[src/rtl/ipee_pkg.sv]
// package for the interrupt priority and extended enable slice
// assumes a single core clock and a byte-wide special-function register port
package ipee_pkg;

    // ************************************************************
    // register addresses
    // ************************************************************
    localparam logic [7:0] IPEE_ADDR_PRIO_CORE  = 8'hb8;
    localparam logic [7:0] IPEE_ADDR_EXT_EN     = 8'he6;
    localparam logic [7:0] IPEE_ADDR_SVC_STATUS = 8'hd5;
    localparam logic [7:0] IPEE_ADDR_PEND_LO    = 8'hd6;
    localparam logic [7:0] IPEE_ADDR_PEND_HI    = 8'hd7;
    // bit addresses of the priority register run base .. base+7
    localparam logic [4:0] IPEE_BITADDR_PRIO_HI = 5'h17;

    // ************************************************************
    // reset values and masks
    // ************************************************************
    localparam logic [7:0] IPEE_RST_PRIO_CORE   = 8'h80;
    localparam logic [7:0] IPEE_RST_EXT_EN      = 8'h00;
    localparam logic [7:0] IPEE_PRIO_FIXED_ONE  = 8'h80;
    localparam logic [7:0] IPEE_EXT_EN_WR_MASK  = 8'hbd;
    localparam logic [7:0] IPEE_RDATA_IDLE      = 8'h00;

    // ************************************************************
    // field positions of the extended enable register
    // ************************************************************
    localparam int IPEE_EN_TIMER3_BIT = 7;
    localparam int IPEE_EN_CMP_BIT    = 5;
    localparam int IPEE_EN_PCA_BIT    = 4;
    localparam int IPEE_EN_CONV_BIT   = 3;
    localparam int IPEE_EN_WIN_BIT    = 2;
    localparam int IPEE_EN_SMB_BIT    = 0;

    // ************************************************************
    // sources, in fixed priority order (lower index wins)
    // ************************************************************
    localparam int IPEE_NUM_CORE   = 7;
    localparam int IPEE_NUM_SRC    = 15;
    localparam int IPEE_SRC_W      = 4;
    localparam int IPEE_SRC_SMB    = 7;
    localparam int IPEE_SRC_WIN    = 9;
    localparam int IPEE_SRC_CONV   = 10;
    localparam int IPEE_SRC_PCA    = 11;
    localparam int IPEE_SRC_CMP    = 12;
    localparam int IPEE_SRC_TIMER3 = 14;
    localparam int IPEE_PCA_FLAGS  = 4;

    // vector address = base + order * 8
    localparam logic [15:0] IPEE_VEC_BASE  = 16'h0003;
    localparam int          IPEE_VEC_SHIFT = 3;

    // ************************************************************
    // types
    // ************************************************************
    typedef enum logic [2:0] {
        IPEE_SVC_NONE = 3'b001,
        IPEE_SVC_LOW  = 3'b010,
        IPEE_SVC_HIGH = 3'b100
    } ipee_svc_t;

    typedef struct packed {
        logic        timer3_low_overflow_flag;
        logic        timer3_high_overflow_flag;
        logic [1:0]  comparator_flags;
        logic [IPEE_PCA_FLAGS-1:0] counter_array_flags;
        logic        conversion_done_flag;
        logic        window_compare_flag;
        logic        smbus_flag;
    } ipee_flags_t;

    typedef struct packed {
        logic                  valid;
        logic                  high;
        logic [IPEE_SRC_W-1:0] index;
        logic [15:0]           vector;
    } ipee_req_t;

    typedef struct packed {
        logic [7:0] prio_core;
        logic [7:0] ext_en;
        ipee_svc_t  svc;
        logic       low_nested;
        ipee_req_t  req;
        logic [7:0] rdata;
    } ipee_state_t;

endpackage : ipee_pkg

[src/rtl/ipee_src_gate.sv]
// source gating: raw pending flags to masked requests with their level
// assumes flags and masks all come from logic on the core clock
`timescale 1ns/1ps
`default_nettype none
module ipee_src_gate
    import ipee_pkg::*;
(
    // masks and levels
    input  wire logic                     global_irq_enable,
    input  wire logic [7:0]               prio_core,
    input  wire logic [7:0]               ext_en,
    input  wire logic [7:0]               ext_prio,
    // pending sources
    input  wire logic [IPEE_NUM_CORE-1:0] core_req,
    input  wire ipee_flags_t              flags,
    // gated requests
    output logic      [IPEE_NUM_SRC-1:0]  src_req,
    output logic      [IPEE_NUM_SRC-1:0]  src_high
);
    logic [IPEE_NUM_SRC-1:0] raw;
    logic [IPEE_NUM_SRC-1:0] en;
    logic [IPEE_NUM_SRC-1:0] lvl;

    always_comb begin
        raw = '0;
        en  = '0;
        lvl = '0;
        // core sources arrive already masked by the base enable register
        raw[IPEE_NUM_CORE-1:0] = core_req;
        en[IPEE_NUM_CORE-1:0]  = '1;
        lvl[IPEE_NUM_CORE-1:0] = prio_core[IPEE_NUM_CORE-1:0];
        raw[IPEE_SRC_TIMER3] = flags.timer3_low_overflow_flag | flags.timer3_high_overflow_flag;
        en[IPEE_SRC_TIMER3]  = ext_en[IPEE_EN_TIMER3_BIT];
        lvl[IPEE_SRC_TIMER3] = ext_prio[IPEE_EN_TIMER3_BIT];
        raw[IPEE_SRC_CMP]    = |flags.comparator_flags;
        en[IPEE_SRC_CMP]     = ext_en[IPEE_EN_CMP_BIT];
        lvl[IPEE_SRC_CMP]    = ext_prio[IPEE_EN_CMP_BIT];
        raw[IPEE_SRC_PCA]    = |flags.counter_array_flags;
        en[IPEE_SRC_PCA]     = ext_en[IPEE_EN_PCA_BIT];
        lvl[IPEE_SRC_PCA]    = ext_prio[IPEE_EN_PCA_BIT];
        raw[IPEE_SRC_CONV]   = flags.conversion_done_flag;
        en[IPEE_SRC_CONV]    = ext_en[IPEE_EN_CONV_BIT];
        lvl[IPEE_SRC_CONV]   = ext_prio[IPEE_EN_CONV_BIT];
        raw[IPEE_SRC_WIN]    = flags.window_compare_flag;
        en[IPEE_SRC_WIN]     = ext_en[IPEE_EN_WIN_BIT];
        lvl[IPEE_SRC_WIN]    = ext_prio[IPEE_EN_WIN_BIT];
        raw[IPEE_SRC_SMB]    = flags.smbus_flag;
        en[IPEE_SRC_SMB]     = ext_en[IPEE_EN_SMB_BIT];
        lvl[IPEE_SRC_SMB]    = ext_prio[IPEE_EN_SMB_BIT];
    end

    genvar g;
    generate
        for (g = 0; g < IPEE_NUM_SRC; g = g + 1) begin : g_gate
            // global enable overrides every source mask
            assign src_req[g]  = global_irq_enable & raw[g] & en[g];
            assign src_high[g] = lvl[g];
        end
    endgenerate
endmodule : ipee_src_gate
`default_nettype wire

[src/rtl/ipee_prio_pick.sv]
// priority pick: high level first, then lowest order among requests that the current level admits
// assumes one-cycle combinational use inside the controller
`timescale 1ns/1ps
`default_nettype none
module ipee_prio_pick #(
    parameter int N = 15,
    parameter int W = 4
) (
    // candidates
    input  wire logic [N-1:0] req,
    input  wire logic [N-1:0] high,
    // admission by the service in progress
    input  wire logic         allow_high,
    input  wire logic         allow_low,
    // choice
    output logic              found,
    output logic              found_high,
    output logic [W-1:0]      index
);
    logic [N-1:0] hi_ok;
    logic [N-1:0] lo_ok;

    always_comb begin
        hi_ok      = req & high & {N{allow_high}};
        lo_ok      = req & ~high & {N{allow_low}};
        found      = 1'b0;
        found_high = 1'b0;
        index      = '0;
        // high level first, then the lowest order within a level
        if (|hi_ok) begin
            found      = 1'b1;
            found_high = 1'b1;
            for (int i = N - 1; i >= 0; i--) begin
                if (hi_ok[i]) begin
                    index = W'(i);
                end
            end
        end else if (|lo_ok) begin
            found = 1'b1;
            for (int i = N - 1; i >= 0; i--) begin
                if (lo_ok[i]) begin
                    index = W'(i);
                end
            end
        end
    end
endmodule : ipee_prio_pick
`default_nettype wire

[src/rtl/ipee_ctrl.sv]
// interrupt priority and extended enable slice with request sequencing
// assumes a byte register port on the core clock and a core that
// acknowledges a presented request and signals the end of each service
//
// Function
// - priority register 0xB8, bit-addressable, bit7 reads one
// - extended enable 0xE6, reset zero, bits 6,1 reserved
// - bit7 gates timer3 low or high overflow
// - bits 5,4,3,2,0 gate their own sources
// - global enable overrides every source mask
// - window compare 0x004B order 9, conversion 0x0053 order 10
`timescale 1ns/1ps
`default_nettype none
module ipee_ctrl
    import ipee_pkg::*;
(
    // clock and reset
    input  wire logic                     core_clk,
    input  wire logic                     rst,
    // byte register port
    input  wire logic [7:0]               reg_addr,
    input  wire logic [7:0]               reg_wdata,
    input  wire logic                     reg_wr,
    input  wire logic                     reg_rd,
    output logic      [7:0]               reg_rdata,
    // single-bit write port
    input  wire logic [7:0]               bit_addr,
    input  wire logic                     bit_wdata,
    input  wire logic                     bit_wr,
    // neighbouring registers outside this slice
    input  wire logic                     global_irq_enable,
    input  wire logic [7:0]               ext_prio,
    // pending sources
    input  wire logic [IPEE_NUM_CORE-1:0] core_req,
    input  wire ipee_pkg::ipee_flags_t    flags,
    // core sequencer
    output ipee_pkg::ipee_req_t           req,
    input  wire logic                     req_ack,
    input  wire logic                     svc_return,
    // register views
    output logic      [7:0]               prio_core,
    output logic      [7:0]               ext_en
);
    import ipee_pkg::*;

    // ************************************************************
    // state
    // ************************************************************
    ipee_state_t st_r;
    ipee_state_t st_nxt;

    logic [IPEE_NUM_SRC-1:0] src_req;
    logic [IPEE_NUM_SRC-1:0] src_high;
    logic                    allow_high;
    logic                    allow_low;
    logic                    pick_found;
    logic                    pick_high;
    logic [IPEE_SRC_W-1:0]   pick_index;
    logic                    ack_taken;
    logic                    bit_hit;
    logic [2:0]              bit_sel;
    logic [7:0]              rd_mux;
    logic [7:0]              svc_status;
    logic [15:0]             pend_view;

    // ************************************************************
    // request gating and choice
    // ************************************************************
    ipee_src_gate u_gate (
        .global_irq_enable (global_irq_enable),
        .prio_core         (st_r.prio_core),
        .ext_en            (st_r.ext_en),
        .ext_prio          (ext_prio),
        .core_req          (core_req),
        .flags             (flags),
        .src_req           (src_req),
        .src_high          (src_high)
    );

    // a running high service blocks everything; a low one blocks only low
    assign allow_high = (st_r.svc != IPEE_SVC_HIGH);
    assign allow_low  = (st_r.svc == IPEE_SVC_NONE);

    ipee_prio_pick #(
        .N (IPEE_NUM_SRC),
        .W (IPEE_SRC_W)
    ) u_pick (
        .req        (src_req),
        .high       (src_high),
        .allow_high (allow_high),
        .allow_low  (allow_low),
        .found      (pick_found),
        .found_high (pick_high),
        .index      (pick_index)
    );

    // ************************************************************
    // decode helpers
    // ************************************************************
    assign ack_taken = req_ack & st_r.req.valid;
    assign bit_hit   = bit_wr & (bit_addr[7:3] == IPEE_BITADDR_PRIO_HI);
    assign bit_sel   = bit_addr[2:0];

    always_comb begin
        svc_status = 8'h00;
        svc_status[2:0] = st_r.svc;
        svc_status[3]   = st_r.low_nested;
        svc_status[4]   = st_r.req.valid;
        svc_status[5]   = st_r.req.high;
    end

    assign pend_view = {1'b0, src_req};

    // reserved bits read zero; bit 7 of the priority register reads one
    always_comb begin
        case (reg_addr)
            IPEE_ADDR_PRIO_CORE: begin
                rd_mux = st_r.prio_core | IPEE_PRIO_FIXED_ONE;
            end
            IPEE_ADDR_EXT_EN: begin
                rd_mux = st_r.ext_en & IPEE_EXT_EN_WR_MASK;
            end
            IPEE_ADDR_SVC_STATUS: begin
                rd_mux = svc_status;
            end
            IPEE_ADDR_PEND_LO: begin
                rd_mux = pend_view[7:0];
            end
            IPEE_ADDR_PEND_HI: begin
                rd_mux = pend_view[15:8];
            end
            default: begin
                rd_mux = IPEE_RDATA_IDLE;
            end
        endcase
    end

    // ************************************************************
    // next state
    // ************************************************************
    always_comb begin
        st_nxt = st_r;

        // read data stands for one cycle after the strobe only
        st_nxt.rdata = reg_rd ? rd_mux : IPEE_RDATA_IDLE;

        // byte writes
        if (reg_wr && reg_addr == IPEE_ADDR_PRIO_CORE) begin
            st_nxt.prio_core = (reg_wdata & ~IPEE_PRIO_FIXED_ONE) | IPEE_PRIO_FIXED_ONE;
        end
        if (reg_wr && reg_addr == IPEE_ADDR_EXT_EN) begin
            st_nxt.ext_en = reg_wdata & IPEE_EXT_EN_WR_MASK;
        end

        // bit writes; the unused top bit ignores them
        if (bit_hit && bit_sel != 3'd7) begin
            st_nxt.prio_core[bit_sel] = bit_wdata;
        end

        // service tracking: ack wins over a return in the same cycle,
        // and that return is dropped; the preempted low service resumes after the high return
        case (st_r.svc)
            IPEE_SVC_NONE: begin
                if (ack_taken) begin
                    st_nxt.svc        = st_r.req.high ? IPEE_SVC_HIGH : IPEE_SVC_LOW;
                    st_nxt.low_nested = 1'b0;
                end
            end
            IPEE_SVC_LOW: begin
                if (ack_taken && st_r.req.high) begin
                    st_nxt.svc        = IPEE_SVC_HIGH;
                    st_nxt.low_nested = 1'b1;
                end else if (svc_return) begin
                    st_nxt.svc = IPEE_SVC_NONE;
                end
            end
            IPEE_SVC_HIGH: begin
                if (svc_return) begin
                    st_nxt.svc        = st_r.low_nested ? IPEE_SVC_LOW : IPEE_SVC_NONE;
                    st_nxt.low_nested = 1'b0;
                end
            end
            default: begin
                st_nxt.svc        = IPEE_SVC_NONE;
                st_nxt.low_nested = 1'b0;
            end
        endcase

        // presented request; withdrawn for one cycle after an ack so the
        // same source cannot be taken twice before its flag clears
        st_nxt.req.valid  = pick_found & ~ack_taken;
        st_nxt.req.high   = pick_found & pick_high & ~ack_taken;
        st_nxt.req.index  = pick_index;
        st_nxt.req.vector = IPEE_VEC_BASE + (16'(pick_index) << IPEE_VEC_SHIFT);
    end

    // ************************************************************
    // registers
    // ************************************************************
    always_ff @(posedge core_clk or posedge rst) begin
        if (rst) begin
            st_r.prio_core  <= IPEE_RST_PRIO_CORE;
            st_r.ext_en     <= IPEE_RST_EXT_EN;
            st_r.svc        <= IPEE_SVC_NONE;
            st_r.low_nested <= 1'b0;
            st_r.req        <= '0;
            st_r.rdata      <= IPEE_RDATA_IDLE;
        end else begin
            st_r <= st_nxt;
        end
    end

    // ************************************************************
    // outputs
    // ************************************************************
    assign reg_rdata = st_r.rdata;
    assign req       = st_r.req;
    assign prio_core = st_r.prio_core;
    assign ext_en    = st_r.ext_en;

endmodule : ipee_ctrl
`default_nettype wire

[config.mk]
export PLATFORM = sky130hd
export DESIGN_NAME = ipee_ctrl
export DESIGN_NICKNAME = d
export VERILOG_FILES = /design/src/rtl/ipee_pkg.sv /design/src/rtl/ipee_src_gate.sv /design/src/rtl/ipee_prio_pick.sv /design/src/rtl/ipee_ctrl.sv
export SDC_FILE = /design/constraint.sdc
export NUM_CORES = 1
export LEC_CHECK = 0
export BUFFER_PORTS_ARGS = -buffer_cell sky130_fd_sc_hd__buf_4
export CAP_MARGIN = 30
export CORE_UTILIZATION = 49
export DETAILED_ROUTE_END_ITERATION = 16
export HOLD_SLACK_MARGIN = 0.02
export PLACE_DENSITY = 0.88
export SLEW_MARGIN = 40
export SYNTH_ARGS = -nofsm -noshare
export SYNTH_HDL_FRONTEND = slang
export SYNTH_SLANG_ARGS = --single-unit
[constraint.sdc]
create_clock -name core_clk -period 2.4 [get_ports core_clk]
set_clock_uncertainty 0.2 [all_clocks]
set_input_delay 0.24 -clock core_clk [delete_from_list [all_inputs] [get_ports core_clk]]
set_output_delay 0.24 -clock core_clk [all_outputs]
set_load 0.02 [all_outputs]
==> summary.md, run 1 <==
| Metric | Value |
|---|---|
| Final hold violations | 0 |
| Outcome | completed |
| Starting density of the core | 51.5% |
| Core area | 0.00517 mm² |
| Critical Path RT | around 2.4 ns |
| Crit path cell chain | nor3b_1 > buf_4 > and2_2 > o31ai_1 > a2111oi_2 > a41o_1 |
| Clock buffer depth | 2 |
| Flops & latches, synth | 33 |
| Detailed Routing Iterations Pass 1 | 5 |
| Worst VDD drop | 0.328 mV |
| Clock slew at reported path FFs | approximately 0.07 ns |
| 1st-iter DRT viols | 287 |
| Worst min path class | in2reg |
| Startpoint Class | register |
| Syn avg cell area | 8.80 µm² |
| Post-cts resize count | 0 |
| DR vias | 2700 |
| GRT Total Usage | roughly 29% |
| Worst Tran Pin Value | 0.505 ns |
| Post-synth ARST share | 100% |
| Period utilization | 91.3% |
| Global-route wire length before repair | 12100 µm |
| Dpl hpwl | 5900 µm |
| Critical path endpoint category | register |
| DIE WIDTH | 75.8 µm |
| Clock sinks | 33 |
| Gpl congestion | 0.909 |
| Post-synth EDFFs | 0 |
| CP Max Fanout | 8 |
| H-tree Lvls | 2 |
| Final hold slack | 0.0613 ns |
| Critical path's largest stage delay | 0.61 ns |
| Vias in the first global route | between 2k and 3k |
| Avg WL per Cell | roughly 17 µm |
| Max-slew violations | 0 |
| Final WL | 7680 µm |
| Number of buffers created by CTS | 5 |
| PortBufs | 90 |
| Final nets | 441 |
| Minimum clock period | 2.19 ns |
| Detail Route Antenna Nets | 0 |
| WP data arrival | 2.21 ns |
| # fillers | around 440 |
| DRC violations left | 0 |
| Yosys warning count | 0 |
| Synthesized instance count | 303 |
| Final setup viols | 0 |
| Slowest-stage cell, CP | dfstp_2 |
| # rows | 26 |
| Share of cells above drive strength 1 | 35.5% |
| Max cap viols | 0 |
| Total negative slack | 0 ns |
| N_diodes | 0 |
| Sequential-to-total area share from yosys stat | between 30 and 40% |
| Die extent in y | 75.8 µm |
| Leakage power | between 1.5 and 2 nW |
| Max frequency | 456 MHz |
| Power density over the cells | approximately 550 mW/mm² |
| Die Area | 0.00574 mm² |
| Mapped Area | ~0.0027 mm² |
| Main synth FF type | dfrtp_1 |
| Post-CTS setup buffers | 0 |
| Max-slew headroom | 66.1% |
| Area Overhead vs Synth | 27.7% |
| Root buffer cell | clkbuf_8 |
| Global route overflow | 0 |
| DR vias/cell | 5.96 |
| Ports | 105 |
| Number of distinct library cells after synthesis | 57 |
| Largest net degree at the start of global routing | 34 |
| Worst-skew pair later-pin latency | roughly 0.29 ns |
| RSZ-0062 raised after global routing | no |
| Setup CP Type | reg2reg |
| Initial antenna violation count | 0 |
| CTS tree | yes |
power by group:
part           internal (mW)  leakage, nW  switching [mW]
clock                  0.338       0.0585           0.205
sequential             0.614        0.443          0.0801
combinational          0.295         1.06           0.345
total                   1.25         1.56           0.630
flip-flops by register name, indices dropped and copies added, names as in the netlist:
| name | count |
|---|---|
| prio_core | 8 |
| reg_rdata | 8 |
| req | 7 |
| ext_en | 6 |
| st_r | 4 |
cell usage after synthesis, types with 3 or more instances:
| library cell | instances | area [µm²] |
|---|---|---|
| o21ai_0 | 12 | 60.1 |
| nand4_1 | 5 | 31.3 |
| mux2i_1 | 6 | 60.1 |
| o21a_1 | 3 | 22.5 |
| nand3b_1 | 4 | 30.0 |
| o31ai_1 | 4 | 30.0 |
| nor2_1 | 20 | 75.1 |
| a22oi_1 | 8 | 60.1 |
| a21oi_1 | 18 | 90.1 |
| o2111ai_1 | 3 | 26.3 |
| nor2b_1 | 5 | 31.3 |
| buf_4 | 48 | 360 |
| a221oi_1 | 3 | 26.3 |
| inv_1 | 5 | 18.8 |
| nor3_1 | 6 | 30.0 |
| nand2b_1 | 16 | 100 |
| nand2_1 | 25 | 93.8 |
| dfrtp_1 | 31 | 776 |
| nand3_1 | 11 | 55.1 |
| nand4b_1 | 5 | 43.8 |
| o211ai_1 | 4 | 30.0 |
| mux2_2 | 12 | 135 |
cell families after synthesis:
logic type             count (synthesis)  synth area share (%)
buffers and inverters                 57                  14.8
other                                  2                 0.282
flip-flops                            33                  31.1
multiplexers                          18                  7.32
AND/OR/NAND/NOR                      115                  25.5
AO/OA/AOI/OAI                         78                  21.0
worst max-delay path: cells and delay by family, from the launching register on:
family | cells | cell delay, ns
AOI/OAI and AO/OA | 3 | 0.77
DFF | 1 | 0.61
and+or+nand+nor | 2 | 0.37
buffers and inverters | 1 | 0.17
through the flow:
step | cell area (µm²) | util [%] | setup WS, ns | std cells | total power, mW
global route | 3400 | 65.8 | 0.110 | 453 | 1.96
CTS | 3400 | 65.8 | 0.247 | 453 | 1.87
floorplan | 2710 | - | 0.296 | 314 | 1.13
detailed placement | 3190 | 61.6 | 0.265 | 435 | 1.31
global placement | 3190 | 61.6 | 0.286 | 435 | 1.30
finish | 3400 | 65.8 | 0.209 | 453 | 1.88
path summary, 6_finish.rpt:
path	slack (ns)	cells past startpoint	startpoint	to
max in group asynchronous	1.28	4	rst	prio_core[7]$_DFF_PP1_
worst min-delay path	0.06	3	reg_wdata[6]	prio_core[6]$_DFF_PP0_
worst min register to register	0.31	1	prio_core[7]$_DFF_PP1_	prio_core[7]$_DFF_PP1_
worst max register to register	0.21	6	st_r[31]$_DFFE_PP1P_	req[16]$_DFF_PP0_
min in group asynchronous	0.40	4	rst	st_r[33]$_DFFE_PP0P_
worst max-delay path	0.21	6	st_r[31]$_DFFE_PP1P_	req[16]$_DFF_PP0_
area by class of cell:
class                      count  area [µm²]  area share [%]
tap                           70        87.6            2.57
inverter                       6        22.5           0.662
sequential                    33         828            24.3
clock buffer                   7        86.3            2.54
multi-input combinational    224        1480            43.6
timing repair buffer         112         866            25.4
clock inverter                 1        30.0           0.882
layer usage:
metal | part of all wire [%] | GRT usage, % | routed length, µm | up-vias
li1 | - | - | - | 1227
met1 | 37 | 33.7 | 2880 | 1267
met2 | 49 | 49.1 | 3790 | 175
met3 | 9.9 | 6.61 | 758 | 31
met4 | 3.3 | 13.4 | 257 | 0
met5 | 0 | 0 | 0 | -
layout by cell type (no fill, tap or decap), types with 3 or more instances in the layout:
| cell | netlist | routed |
|---|---|---|
| buf_4 | 48 | 102 |
| nor2b_1 | 5 | 5 |
| o21ai_0 | 12 | 12 |
| conb_1 | 2 | 13 |
| o31ai_1 | 4 | 4 |
| nand2_1 | 25 | 25 |
| o211ai_1 | 4 | 4 |
| nor2_1 | 20 | 20 |
| clkbuf_8 | 0 | 6 |
| nand4_1 | 5 | 5 |
| nand3_1 | 11 | 11 |
| nor3_1 | 6 | 6 |
| nand4b_1 | 5 | 5 |
| a22oi_1 | 8 | 8 |
| o21a_1 | 3 | 3 |
| nand2b_1 | 16 | 16 |
| a21oi_1 | 18 | 18 |
| a221oi_1 | 3 | 3 |
| dlygate4sd3_1 | 0 | 10 |
| mux2_2 | 12 | 12 |
| dfrtp_1 | 31 | 31 |
| inv_1 | 5 | 5 |
| mux2i_1 | 6 | 6 |
| o2111ai_1 | 3 | 3 |
| nand3b_1 | 4 | 4 |
what timing repair did:
action	in CTS	in global routing
hold buffers	10	0
setup endpoints to repair	0	0
hold endpoints to repair	42	0
No activity file was read; power rests on OpenSTA's default activity.
==> run 2: changes to the inputs <==
- CORE_UTILIZATION: 49 -> 36
- PLACE_DENSITY: 0.88 -> 0.7
==> run 2 against run 1 <==
  * Cell count is 6.8% higher
  * Non-clock buffer count is 2 higher
  * Critical path depth stayed put
==> summary.md, run 2 (same netlist as run 1, synthesis figures left out) <==
| Metric | Value |
|---|---|
| DR vias | 2626 (-2.7%) |
| DR vias/cell | 5.43 (-9.0%) |
| Period utilization | 92.6% (+1.3 points) |
| Max-slew headroom | 60.7% (-5.3 points) |
| Die Area | 0.00775 mm² (+35%) |
| H-tree Lvls | 2 (unchanged) |
| Root buffer cell | clkbuf_8 |
| Outcome | completed |
| Worst min path class | in2reg |
| Final hold violations | 0 (unchanged) |
| Ports | 105 (unchanged) |
| Minimum clock period | 2.22 ns (+0.0309 ns) |
| Post-CTS setup buffers | 0 (unchanged) |
| Share of cells above drive strength 1 | 35.8% (+0.34 points) |
| CP Max Fanout | 8 (unchanged) |
| Clock buffer depth | 2 (unchanged) |
| Most common cell after layout, fill and taps aside | buf_4 |
| Detail Route Antenna Nets | 0 (unchanged) |
| RSZ-0062 raised after global routing | no |
| Final WL | 7970 µm (+3.8%) |
| PortBufs | 90 (unchanged) |
| Die extent in y | 88.1 µm (+16%) |
| R2R Setup Slk | 0.18 ns (-0.03 ns) |
| Max frequency | 450 MHz (-1.4%) |
| Starting density of the core | 37.0% (-15 points) |
| Most frequent cells in the layout | buf_4 (103), dfrtp_1 (31), nand2_1 (25) |
| DIE WIDTH | 88.1 µm (+16%) |
| Dpl hpwl | 6280 µm (+6.5%) |
| Worst Hold Endpoint | reg_rdata[3]$_DFF_PP0_ |
| Worst r2r src | st_r[31]$_DFFE_PP1P_ |
| Total negative slack | 0 ns (unchanged) |
| Global route overflow | 0 (unchanged) |
| Vias in the first global route | 2465 (-3.4%) |
| Critical Path RT | 2.43 ns (about the same) |
| Leakage power | 1.57 nW (+0.59%) |
| DRC violations left | 0 (unchanged) |
| Net Sw Frac | 33.9% (+0.36 points) |
| Detailed Routing Iterations Pass 1 | 6 (+1) |
| Final setup viols | 0 (unchanged) |
| Design Area, Final | 0.00346 mm² (+1.7%) |
| Global-route wire length before repair | 12500 µm (+3.7%) |
| Number of buffers created by CTS | 5 (unchanged) |
| Total power | 1.89 mW (+0.62%) |
| Final nets | 443 (+0.45%) |
| # rows | 31 (+19%) |
| Clock group share of total power | 29.5% (+0.5 points) |
| Post-cts resize count | 0 (unchanged) |
| 1st-iter DRT viols | 290 (+1.0%) |
| Reg-to-Reg End | req[16]$_DFF_PP0_ |
| Area Overhead vs Synth | 29.8% |
| WP data arrival | 2.25 ns (+0.04 ns) |
| Hold path cells | 3 (unchanged) |
| Setup ws final | 0.178 ns (-0.0309 ns) |
| Pre-CTS WS | 0.216 ns (-0.0487 ns) |
| Max cap viols | 0 (unchanged) |
| Initial antenna violation count | 0 (unchanged) |
| Avg WL per Cell | 16.5 µm (-2.8%) |
| Max-slew violations | 0 (unchanged) |
| GRT Total Usage | 21.5% (-7.1 points) |
| Startpoint Class | register |
| N_diodes | 0 (unchanged) |
| Internal | 1.25 mW (about the same) |
| Power density over the cells | 546 mW/mm² (-1.1%) |
| Worst VDD drop | 0.266 mV (-19%) |
| Clock sinks | 33 (unchanged) |
| Core area | 0.00721 mm² (+39%) |
| Gpl congestion | 0.956 (+5.2%) |
| CTS tree | yes |
| # fillers | 730 (+66%) |
| Worst-skew pair later-pin latency | 0.30 ns (about the same) |
| Comb power frac | 33.8% (-0.3 points) |
| Setup CP Type | reg2reg |
| Final hold slack | 0.0361 ns (-0.0252 ns) |
| Clock slew at reported path FFs | 0.07 ns (about the same) |
| Hold path startpoint | reg_rd |
| Sw Pwr | 0.640 mW (+1.7%) |
| Worst r2r path cells | 6 (unchanged) |
| Critical path endpoint category | register |
| Sequential power share | 36.6% (-0.4 points) |
| Placed inst area | 0.00323 mm² (+1.4%) |
| Worst Tran Pin Value | 0.589 ns (+0.0842 ns) |
| Largest net degree at the start of global routing | 34 (unchanged) |
## run 2: cell type report
class	instances	area, µm²	share of cell area [%]
clock inverter	2	37.5	1.08
timing repair buffer	114	883	25.5
tap	99	124	3.58
clock buffer	6	82.6	2.39
multi-input combinational	224	1480	42.9
inverter	6	22.5	0.651
sequential	33	828	23.9
## run 2: power groups by stage
stage / sequential [mW] / clock [mW] / combinational, mW
after floorplan: 0.660 / 0 / 0.467
after global placement: 0.698 / 0 / 0.611
after detailed placement: 0.701 / 0 / 0.619
after CTS: 0.690 / 0.562 / 0.636
after global routing: 0.699 / 0.590 / 0.692
final: 0.692 / 0.558 / 0.639
## run 2: repair_timing
action | CTS | global route
endpoints found under the setup margin | 0 | 0
endpoints found under the hold margin | 44 | 0
hold buffers | 11 | 0
## run 2: worst max-delay path, cell delays in order, from the launching register on
cell and delay (ns):
dfstp_2 0.60, nor3b_1 0.20, buf_4 0.16, and2_2 0.17, o31ai_1 0.14, a2111oi_2 0.44, a41o_1 0.25
## run 2: routing by layer
metal	wire [µm]	global-route usage, %
met1	3360	27.6
met2	3790	35.6
met4	163	7.48
met3	656	4.71
met5	0	0
## run 2: stage by stage
stage	util, %	std cells
5_1_grt	48.0	484
2_1_floorplan	-	314
4_1_cts	48.0	484
3_5_place_dp	44.8	465
3_3_place_gp	44.8	465
6_report	48.0	484
## run 2: how the worst max path moves through the flow
stage,startpoint,cells past startpoint,to
3_5_place_dp,st_r[31]$_DFFE_PP1P_,6,req[16]$_DFF_PP0_
3_3_place_gp,flags[4],6,req[18]$_DFF_PP0_
4_1_cts,st_r[31]$_DFFE_PP1P_,6,req[16]$_DFF_PP0_
2_1_floorplan,st_r[31]$_DFFE_PP1P_,6,req[16]$_DFF_PP0_
6_report,st_r[31]$_DFFE_PP1P_,6,req[16]$_DFF_PP0_
5_1_grt,st_r[31]$_DFFE_PP1P_,6,req[16]$_DFF_PP0_
